--- src/pin_io_pkg.sv ---
/*
 * constants, enums and register map for the shared-pin i/o block.
 * assumes: single clock domain at 100 mhz, byte-wide register port.
 */
package pin_io_pkg;
    // register map (byte offsets on the plain register port)
    localparam logic [3:0] REG_PORT_DATA   = 4'h0; // port output latch
    localparam logic [3:0] REG_PORT_DIR    = 4'h1; // direction, 1 = output
    localparam logic [3:0] REG_FILTER_CTRL = 4'h2; // irq_filter_ctrl
    localparam logic [3:0] REG_NMI_CTRL    = 4'h3; // nmi_enable_latch
    localparam logic [3:0] REG_CUTOFF_CTRL = 4'h4; // cutoff + serial disable
    localparam logic [3:0] REG_MODE_CTRL   = 4'h5; // processor mode switch
    localparam logic [3:0] REG_STATUS      = 4'h6; // raw and filtered pins
    localparam logic [3:0] REG_PIN_LEVEL   = 4'h7; // raw port pin levels

    localparam int PORT_W = 8;             // pins in the port
    localparam int SEL_W  = 3;             // filter_clock_select width
    localparam int DIV_W  = 8;             // sampling prescaler width
    localparam int MOTOR_PINS = 6;         // three-phase pins
    localparam int OD_PINS = 3;            // open-drain pins

    // field positions
    localparam int CUT_EN_BIT  = 0;        // cutoff_by_input_enable
    localparam int SOD_BIT     = 1;        // serial_out_disable
    localparam int TP_EN_BIT   = 2;        // three_phase_enable
    localparam int TP_OE_BIT   = 3;        // three_phase_output_enable
    localparam int MODE_BIT    = 0;        // bus mode chosen by software
    localparam int ST_RAW_BIT  = 0;
    localparam int ST_FILT_BIT = 1;
    localparam int ST_NMI_BIT  = 2;
    localparam int ST_PU_BIT   = 3;

    // reset values
    localparam logic [PORT_W-1:0] DIR_RESET  = 8'h00;
    localparam logic [PORT_W-1:0] DATA_RESET = 8'h00;
    localparam logic [SEL_W-1:0]  SEL_RESET  = 3'h0;

    // boot-mode pull-up window: two low-speed oscillator cycles
    localparam int LOCO_NS      = 8000;    // low-speed osc period, ns
    localparam int CLK_NS       = 10;      // system clock period, ns
    localparam int PULLUP_LOCO  = 2;
    localparam int PULLUP_CYC   = PULLUP_LOCO * LOCO_NS / CLK_NS;
    localparam int PU_CNT_W     = 11;

    // filter needs this many equal samples
    localparam int MATCH_COUNT  = 3;

    // pin role of each port bit
    typedef enum logic [1:0] {
        ROLE_GPIO,
        ROLE_PERIPH,
        ROLE_PWM,
        ROLE_DAC
    } pin_role_t;
endpackage

--- src/nmi_digital_filter.sv ---
/*
 * three-equal-sample digital filter for the interrupt/shutdown pin.
 * assumes: pin input is synchronous to clk.
 */
`timescale 1ns/10ps
`default_nettype none
module nmi_digital_filter
    import pin_io_pkg::*;
(
    input  wire logic             clk,
    input  wire logic             rst,
    input  wire logic [SEL_W-1:0] filter_clock_select,
    input  wire logic             pin_level,
    output logic                  filtered
);
    logic [DIV_W-1:0]       prescale;   // free-running divider
    logic [MATCH_COUNT-1:0] history;    // last samples, newest in bit 0
    logic                   tick;       // one sampling clock period

    // sampling clock: divide by 2^sel
    always_ff @(posedge clk or posedge rst) begin
        if (rst) begin
            prescale <= '0;
        end else begin
            prescale <= prescale + 1'b1;
        end
    end

    // tick when low sel bits of divider are all ones
    always_comb begin
        tick = ((prescale | ~((DIV_W'(1) << filter_clock_select)
                - DIV_W'(1))) == '1); // [RULE5]
    end

    // shift one sample per sampling clock, history resets high
    always_ff @(posedge clk or posedge rst) begin
        if (rst) begin
            history <= '1; // [RULE18]
        end else if (tick) begin
            history <= {history[MATCH_COUNT-2:0], pin_level}; // [RULE5]
        end
    end

    // pass level only after three equal samples
    always_ff @(posedge clk or posedge rst) begin
        if (rst) begin
            filtered <= 1'b1; // [RULE18]
        end else if (history == '1) begin
            filtered <= 1'b1; // [RULE6]
        end else if (history == '0) begin
            filtered <= 1'b0; // [RULE6]
        end
    end

    a_filter_low_pass: assert property ( // [RULE6]
        @(posedge clk) disable iff (rst)
        $fell(filtered) |-> $past(history) == '0)
        else $error("filter fell without three low samples");

    a_filter_high_pass: assert property ( // [RULE6]
        @(posedge clk) disable iff (rst)
        $rose(filtered) |-> $past(history) == '1)
        else $error("filter rose without three high samples");

    a_filter_holds_mixed: assert property ( // [RULE6]
        @(posedge clk) disable iff (rst)
        (history != '0 && history != '1) |=> $stable(filtered))
        else $error("filter changed on mixed samples");
endmodule
`default_nettype wire

--- src/boot_pullup_timer.sv ---
/*
 * boot-mode pin pull-up window after reset.
 * assumes: rst covers watchdog, hardware, power-on, monitor-0 resets.
 */
`timescale 1ns/10ps
`default_nettype none
module boot_pullup_timer
    import pin_io_pkg::*;
(
    input  wire logic clk,
    input  wire logic rst,
    output logic      pullup_on
);
    logic [PU_CNT_W-1:0] count; // cycles left in pull-up window

    // count down the window, pull-up stays while nonzero
    always_ff @(posedge clk or posedge rst) begin
        if (rst) begin
            count <= PU_CNT_W'(PULLUP_CYC); // [RULE9]
        end else if (count != '0) begin
            count <= count - 1'b1;
        end
    end

    // pull-up active during reset and for the window after
    always_comb begin
        pullup_on = (count != '0); // [RULE9]
    end

    a_pullup_window: assert property ( // [RULE9]
        @(posedge clk) disable iff (rst)
        $fell(pullup_on) |-> $past(count) == PU_CNT_W'(1))
        else $error("pull-up window ended early");
endmodule
`default_nettype wire

--- src/shared_pin_io.sv ---
/*
 * shared-pin port logic: direction vs peripheral i/o, input fan-out,
 * interrupt/shutdown filter, forced high impedance, boot pull-up.
 * assumes: pins are resolved outside from out/oe, inputs synchronous.
 */
// Functional notes
// RULE1 - ordinary peripheral outputs ignore direction bit
// RULE2 - software sets direction for pwm, dac, inputs
// RULE3 - same pin level goes to every input user
// RULE4 - driven pin level feeds other peripheral input
// RULE5 - filter samples once per selected sampling clock
// RULE6 - filter passes level after three equal samples
// RULE7 - port input reads raw pin, unfiltered
// RULE8 - no wait or stop while filtering
// RULE9 - boot pin pull-up after reset, brief
// RULE10 - cutoff enable plus low shutdown floats motor pins
// RULE11 - serial output disable floats serial pin
// RULE12 - software avoids upper port registers on small package
// RULE13 - ports start as inputs after reset
// RULE14 - boot pin low keeps bus ports input; code holds ports input only until the strap is taken
// RULE15 - open-drain bits drive low only
// RULE16 - filter control changed only while safe
// RULE17 - nmi enable, once set, stays set
// RULE18 - filter history resets to inactive high
`timescale 1ns/10ps
`default_nettype none
module shared_pin_io
    import pin_io_pkg::*;
(
    input  wire logic                   clk,
    input  wire logic                   rst,
    // register port
    input  wire logic [3:0]             reg_addr,
    input  wire logic [7:0]             reg_wdata,
    input  wire logic                   reg_write,
    input  wire logic                   reg_read,
    output logic [7:0]                  reg_rdata,
    // port pins
    input  wire logic [PORT_W-1:0]      pin_in,
    output logic [PORT_W-1:0]           pin_out,
    output logic [PORT_W-1:0]           pin_oe,
    // peripheral side, per pin
    input  wire pin_role_t              pin_role [PORT_W],
    input  wire logic [PORT_W-1:0]      periph_out,
    input  wire logic [PORT_W-1:0]      periph_oe,
    output logic [PORT_W-1:0]           periph_in,
    // interrupt/shutdown pin
    input  wire logic                   forced_shutdown_input,
    output logic                        nmi_level,
    output logic                        shutdown_active,
    // serial output pin
    input  wire logic                   serial_data,
    output logic                        sync_serial_out_pin,
    output logic                        sync_serial_out_oe,
    // three-phase motor pins
    input  wire logic [MOTOR_PINS-1:0]  motor_out,
    output logic [MOTOR_PINS-1:0]       motor_pin_out,
    output logic [MOTOR_PINS-1:0]       motor_pin_oe,
    // open-drain pins
    input  wire logic [OD_PINS-1:0]     od_data,
    output logic [OD_PINS-1:0]          od_pin_out,
    output logic [OD_PINS-1:0]          od_pin_oe,
    // boot mode pin
    input  wire logic                   boot_mode_pin,
    output logic                        boot_pullup_en,
    output logic                        bus_mode
);
    logic [PORT_W-1:0] port_data;         // output latch
    logic [PORT_W-1:0] port_dir;          // 1 = output
    logic [SEL_W-1:0]  filter_clock_select; // irq_filter_ctrl field
    logic              nmi_enable_latch;  // sticky nmi enable
    logic              cutoff_by_input_enable;
    logic              serial_out_disable;
    logic              three_phase_enable;
    logic              three_phase_output_enable;
    logic              mode_switch;       // software processor mode bit
    logic              boot_strap;        // boot pin caught after reset
    logic              strap_taken;       // strap already sampled
    logic              filtered_nmi;      // filter output
    logic              filtered_pin_port_bit; // raw level for port read
    logic              cutoff;            // motor pins forced off
    logic [PORT_W-1:0] periph_drives;     // peripheral owns pin output

    // filter on the interrupt/shutdown input
    nmi_digital_filter u_filter (
        .clk                 (clk),
        .rst                 (rst),
        .filter_clock_select (filter_clock_select),
        .pin_level           (forced_shutdown_input),
        .filtered            (filtered_nmi)
    );

    // boot pin pull-up timer
    boot_pullup_timer u_pullup (
        .clk       (clk),
        .rst       (rst),
        .pullup_on (boot_pullup_en)
    );

    // port latch and direction, inputs after reset
    always_ff @(posedge clk or posedge rst) begin
        if (rst) begin
            port_data <= DATA_RESET;
            port_dir  <= DIR_RESET; // [RULE13]
        end else if (reg_write) begin
            if (reg_addr == REG_PORT_DATA) begin
                port_data <= reg_wdata;
            end
            if (reg_addr == REG_PORT_DIR) begin
                port_dir <= reg_wdata;
            end
        end
    end

    // filter select and control bits
    always_ff @(posedge clk or posedge rst) begin
        if (rst) begin
            filter_clock_select       <= SEL_RESET;
            cutoff_by_input_enable    <= 1'b0;
            serial_out_disable        <= 1'b0;
            three_phase_enable        <= 1'b0;
            three_phase_output_enable <= 1'b0;
        end else if (reg_write) begin
            if (reg_addr == REG_FILTER_CTRL) begin
                filter_clock_select <= reg_wdata[SEL_W-1:0];
            end
            if (reg_addr == REG_CUTOFF_CTRL) begin
                cutoff_by_input_enable    <= reg_wdata[CUT_EN_BIT];
                serial_out_disable        <= reg_wdata[SOD_BIT];
                three_phase_enable        <= reg_wdata[TP_EN_BIT];
                three_phase_output_enable <= reg_wdata[TP_OE_BIT];
            end
        end
    end

    // nmi enable: writes of 0 have no effect once set
    always_ff @(posedge clk or posedge rst) begin
        if (rst) begin
            nmi_enable_latch <= 1'b0;
        end else if (reg_write && reg_addr == REG_NMI_CTRL
                     && reg_wdata[0]) begin
            nmi_enable_latch <= 1'b1; // [RULE17]
        end
    end

    // boot strap caught on first clock after reset release
    always_ff @(posedge clk or posedge rst) begin
        if (rst) begin
            boot_strap  <= 1'b0;
            strap_taken <= 1'b0;
        end else if (!strap_taken) begin
            boot_strap  <= boot_mode_pin;
            strap_taken <= 1'b1;
        end
    end

    // processor mode switch by software
    always_ff @(posedge clk or posedge rst) begin
        if (rst) begin
            mode_switch <= 1'b0;
        end else if (reg_write && reg_addr == REG_MODE_CTRL) begin
            mode_switch <= reg_wdata[MODE_BIT];
        end
    end

    // bus_mode low while strap low and mode unchanged; ports held input only until strap taken
    always_comb begin
        bus_mode = strap_taken && (boot_strap || mode_switch); // [RULE14]
    end

    // which pins a peripheral drives; ROLE_PERIPH regardless of direction, ROLE_PWM only with port_dir set
    always_comb begin
        for (int i = 0; i < PORT_W; i++) begin
            unique case (pin_role[i])
                ROLE_PERIPH: periph_drives[i] = periph_oe[i]; // [RULE1]
                ROLE_PWM:    periph_drives[i] = periph_oe[i]
                                                && port_dir[i];
                default:     periph_drives[i] = 1'b0;
            endcase
        end
    end

    // port pin drive: peripheral or latch, inputs until the boot strap is taken
    always_comb begin
        for (int i = 0; i < PORT_W; i++) begin
            if (!bus_mode && !boot_strap && strap_taken == 1'b0) begin
                pin_out[i] = 1'b0;
                pin_oe[i]  = 1'b0; // [RULE13]
            end else if (periph_drives[i]) begin
                pin_out[i] = periph_out[i]; // [RULE1]
                pin_oe[i]  = 1'b1;
            end else begin
                pin_out[i] = port_data[i];
                pin_oe[i]  = port_dir[i] && (pin_role[i] != ROLE_DAC);
            end
        end
    end

    // every input user sees the same resolved pin level
    always_comb begin
        periph_in = pin_oe & pin_out | ~pin_oe & pin_in; // [RULE3] [RULE4]
    end

    // port input bypasses the filter
    always_comb begin
        filtered_pin_port_bit = forced_shutdown_input; // [RULE7]
    end

    // filtered level to internal circuit
    always_comb begin
        nmi_level       = filtered_nmi;
        shutdown_active = !filtered_nmi;
    end

    // motor pins float on enabled cutoff and low shutdown
    always_comb begin
        cutoff        = cutoff_by_input_enable && !filtered_nmi; // [RULE10]
        motor_pin_out = motor_out;
        motor_pin_oe  = (cutoff || !three_phase_output_enable)
                        ? '0 : '1; // [RULE10]
    end

    // serial output floats when disabled
    always_comb begin
        sync_serial_out_pin = serial_data;
        sync_serial_out_oe  = !serial_out_disable; // [RULE11]
    end

    // open-drain: pull low only on 0
    always_comb begin
        od_pin_out = '0;
        od_pin_oe  = ~od_data; // [RULE15]
    end

    // register read data, one cycle after strobe
    always_ff @(posedge clk or posedge rst) begin
        if (rst) begin
            reg_rdata <= 8'h00;
        end else if (reg_read) begin
            unique case (reg_addr)
                REG_PORT_DATA:   reg_rdata <= port_data;
                REG_PORT_DIR:    reg_rdata <= port_dir;
                REG_FILTER_CTRL: reg_rdata <= 8'(filter_clock_select);
                REG_NMI_CTRL:    reg_rdata <= 8'(nmi_enable_latch);
                REG_CUTOFF_CTRL: reg_rdata <= {4'h0,
                    three_phase_output_enable, three_phase_enable,
                    serial_out_disable, cutoff_by_input_enable};
                REG_MODE_CTRL:   reg_rdata <= 8'(mode_switch);
                REG_STATUS:      reg_rdata <= {4'h0, boot_pullup_en,
                    nmi_enable_latch, filtered_nmi,
                    filtered_pin_port_bit};
                REG_PIN_LEVEL:   reg_rdata <= periph_in;
                default:         reg_rdata <= 8'h00;
            endcase
        end else begin
            reg_rdata <= 8'h00;
        end
    end

    a_nmi_sticky: assert property ( // [RULE17]
        @(posedge clk) disable iff (rst)
        nmi_enable_latch |=> nmi_enable_latch)
        else $error("nmi enable cleared after set");

    a_motor_cutoff: assert property ( // [RULE10]
        @(posedge clk) disable iff (rst)
        (cutoff_by_input_enable && !filtered_nmi) |-> motor_pin_oe == '0)
        else $error("motor pins driven during cutoff");

    a_serial_float: assert property ( // [RULE11]
        @(posedge clk) disable iff (rst)
        serial_out_disable |-> !sync_serial_out_oe)
        else $error("serial pin driven while disabled");

    a_od_no_high: assert property ( // [RULE15]
        @(posedge clk) disable iff (rst)
        ((od_pin_oe & od_pin_out) == '0) && (od_pin_oe == ~od_data))
        else $error("open-drain pin drive wrong");

    a_dir_write_lands: assert property ( // [RULE13]
        @(posedge clk) disable iff (rst)
        (reg_write && reg_addr == REG_PORT_DIR)
            |=> port_dir == $past(reg_wdata))
        else $error("direction write lost");

    a_periph_ignores_dir: assert property ( // [RULE1]
        @(posedge clk) disable iff (rst)
        (strap_taken && pin_role[0] == ROLE_PERIPH && periph_oe[0])
            |-> (pin_oe[0] && pin_out[0] == periph_out[0]))
        else $error("peripheral output not driven");

    a_raw_port_read: assert property ( // [RULE7]
        @(posedge clk) disable iff (rst)
        (reg_read && reg_addr == REG_STATUS)
            |=> reg_rdata[ST_RAW_BIT] == $past(forced_shutdown_input))
        else $error("port read not raw");
endmodule
`default_nettype wire

--- config.mk ---
export PLATFORM = sky130hd
export DESIGN_NAME = shared_pin_io
export DESIGN_NICKNAME = d
export VERILOG_FILES = /design/src/pin_io_pkg.sv /design/src/nmi_digital_filter.sv /design/src/boot_pullup_timer.sv /design/src/shared_pin_io.sv
export SDC_FILE = /design/constraint.sdc
export NUM_CORES = 1
export LEC_CHECK = 0
export BUFFER_PORTS_ARGS = -buffer_cell sky130_fd_sc_hd__buf_2
export CAP_MARGIN = 5
export CORE_ASPECT_RATIO = 1.4
export CORE_MARGIN = 2
export CORE_UTILIZATION = 40
export CTS_BUF_LIST = sky130_fd_sc_hd__clkbuf_16
export CTS_CLUSTER_SIZE = 28
export DETAILED_ROUTE_END_ITERATION = 12
export PLACE_DENSITY_LB_ADDON = 0.2
export SLEW_MARGIN = 0
export SYNTH_ARGS = -nofsm -noshare
export SYNTH_HDL_FRONTEND = slang
export SYNTH_SLANG_ARGS = --single-unit
export TNS_END_PERCENT = 5
--- constraint.sdc ---
create_clock -name clk -period 4.8 [get_ports clk]
set_clock_uncertainty 0.2 [all_clocks]
set_input_delay 1.44 -clock clk [delete_from_list [all_inputs] [get_ports clk]]
set_output_delay 1.44 -clock clk [all_outputs]
set_load 0.05 [all_outputs]
==> qor.yml <==
die:
  core_area_um2: 9080
  ios: 124
  fp.dieH_um: 118.5
  dieArea_um2: 10160
  die_x_um: 85.76
  start_util: 0.4123
  rows: 41
run:
  cap_violations: 0
worst_setup_path:
  worstPathRequired_ns: 3.16
  reg2reg_slack_ns: 2.05
  critPathMaxFanout: 3
  critPathKind: "in2out"
  rr_endpoint: "u_filter.history[2]"
  startpoint_type: "input port"
  reg2reg_depth: 7
  rr_startpoint: "filter_clock_select[1]"
  end_kind: "output port"
  cp.arrival_ns: 3.09
routing:
  wl_per_cell_um: 14.50
  ant_nets: 0
  firstDrtPassIters: 10
  vias: 3033
  routed_wl_mm: 8.441
  drcViolationCount: 12
  vias_per_cell: 5.211
  drt_iter0_drc: 157
clocking:
  holdBufCountCts: 0
  htree_num_levels: 3
  cts_tree: "yes"
  numCtsBuffers: 9
  cts_buffer_depth: 2
  cts_root_buffer: "clkbuf_16"
  clk_latency_ns: 0.32
  clk_pin_slew_ns: 0.05
  clock_sinks: 57
layout:
  multiInputGateArea_um2: 2019
  drive_gt1_frac: 0.3789
  fill_cells: 857
  register_area_um2: 1435
  design_area_um2: 4616
  num_antenna_cells: 0
  finalNetCount: 566
  syn_to_final_growth_pct: 23.30
sta:
  setup_tns_ns: 0
  slew_headroom: 0.4692
  fin_crit_sh: 0.9850
  fin_crit_ns: 4.728
  rsz0062_at_grt: "no"
  worst_pin_slew_ns: 0.7950
  setup-violations-final: 0
  hold_violations: 0
  maxSlewViolCount: 0
  max_freq_mhz: 211.5
  whs_ns: 0.2771
yosys:
  synth_most_common_cell: "dfrtp_1"
  synthTopCellsByArea: "dfrtp_1, mux2_2, ha_1, dfstp_2, inv_1"
  yosysTopAreaCell: "dfrtp_1"
  yosysTopAreaCellShare: 0.3342
  synthDistinctLibCells: 53
  synth.cell_area_um2: 3744
  synthFlopType: "dfrtp_1"
  avgSynthCellArea_um2: 10.06
  synth_common_cells: "dfrtp_1, inv_1, mux2_2"
  async_flop_share: 1.000
  synth_edf_count: 0
  yosys_register_bits: 57
  ys.warnings.count: 0
  ys_seq_area_frac: 0.3834
  netlist_instances: 372
placed_design:
  place_hpwl_mm: 6.626
  port_buffers: 106
  placed_area_um2: 4303
  gp_congestion: 0.8230
global_routing:
  antenna_found_initial: 0
  grt_use_total: 0.1743
  grt_max_degree: 39
  grt_pass1_wl_mm: 14.08
  grt_pass1_vias: 3070
  grt_overflow_total: 0
power_and_ir_drop:
  power_density_nw_per_um2: 419.0
  ir_drop_uv: 273.2
  power.total_mw: 1.934
  power_leakage_nw: 2.397
worst_hold_path:
  worstHoldPathType: "reg2reg"
  min_from: "u_pullup.count[5]"
  holdPathStages: 1
  whs_endpoint: "u_pullup.count[5]"
run_status:
  status: "finished, violations left"
  violations: "design-rule violations"
==> how the worst max path moves through the flow <==
stage / startpoint / slack, ns / end / cells after the start
final: pin_role[14] / 0.07 / periph_in[0] / 7
after global routing: pin_role[14] / 0.005 / periph_in[0] / 7
after CTS: pin_role[14] / 0.07 / periph_in[0] / 7
after detailed placement: pin_role[14] / 0.07 / periph_in[0] / 7
after global placement: pin_role[14] / 0.08 / periph_in[0] / 7
after floorplan: pin_role[14] / 0.01 / periph_in[0] / 5
==> logic make-up after synthesis <==
family | after synthesis | share of synthesized area
AO/OA/AOI/OAI | 75 | 0.1330
multiplexers | 44 | 0.1387
flip-flops | 57 | 0.3834
XOR/XNOR | 13 | 0.03041
buffers and inverters | 67 | 0.08222
adder cells (fa/ha/maj) | 28 | 0.09358
other | 2 | 0.002006
AND/OR/NAND/NOR | 86 | 0.1367
==> routing by layer <==
metal  vias up  share of wire  GRT usage
li1       1480              -          -
met1      1450           0.40     0.2037
met2        92           0.53     0.3052
met3        11          0.056    0.04539
met4         0          0.013    0.05853
met5         -              0          0
==> through the flow <==
step	std cells	setup slack, ns	utilization
after floorplan	374	0.01106	-
after global placement	566	0.08390	0.4739
after CTS	582	0.06704	0.5081
after global routing	582	0.004663	0.5083
final	582	0.07180	0.5083
after detailed placement	566	0.07037	0.4739
==> flip-flops by register name (all words and copies together), names as in the netlist <==
| register | flops |
|---|---|
| boot_strap | 1 |
| cutoff_by_input_enable | 1 |
| filter_clock_select | 3 |
| mode_switch | 1 |
| nmi_enable_latch | 1 |
| port_data | 8 |
| port_dir | 8 |
| reg_rdata | 8 |
| serial_out_disable | 1 |
| strap_taken | 1 |
| three_phase_enable | 1 |
| three_phase_output_enable | 1 |
| u_filter.filtered | 1 |
| u_filter.history | 3 |
| u_filter.prescale | 7 |
| u_pullup.count | 11 |
==> cell type report <==
class / instances / share of cell area
clock buffer: 9 / 0.04879
clock inverter: 7 / 0.01843
inverter: 43 / 0.03497
multi-input combinational: 250 / 0.4375
sequential: 57 / 0.3109
tap: 107 / 0.02901
timing repair buffer: 109 / 0.1204
==> worst max-delay path, stage by stage <==
cell	delay, ns
buf_2	0.10
inv_1	0.04
ha_1	0.27
or3b_2	0.50
mux2_2	0.29
o22a_1	0.21
clkbuf_4	0.22
==> report_power, final <==
group,leakage [nW],internal (mW),switching (mW),total (mW)
Clock,0.150,0.448,0.210,0.658
Combinational,1.54,0.216,0.425,0.641
Sequential,0.707,0.565,0.0701,0.635
==> placed cells by master (no fill, tap or decap), types with 2 or more instances in the layout <==
cell type  instances
buf_2            105
dfrtp_1           50
inv_1             42
mux2_2            33
ha_1              28
a21oi_1           21
o21ai_0           18
nor2_1            17
a22o_1            10
nand2_1            9
nor2b_1            9
clkbuf_16          9
mux2i_1            8
xnor2_1            8
nor3_1             7
nand2b_1           7
nand3_1            7
dfstp_2            7
nand3b_1           5
xor2_1             5
o311a_1            4
o2bb2ai_1          4
or3b_2             4
conb_1             4
nor4_1             3
mux4_2             3
buf_4              3
or4_4              2
o21bai_1           2
nand4b_1           2
a21boi_0           2
or2_2              2
o21a_1             2
o22a_1             2
nand4_1            2
clkinv_1           2
bufinv_16          2
clkinv_2           2
==> repair_timing <==
item,in CTS,in global routing
gates resized for setup,0,1
endpoints found under the setup margin,0,1
setup buffers,0,0
No activity file was read; power rests on OpenSTA's default activity.
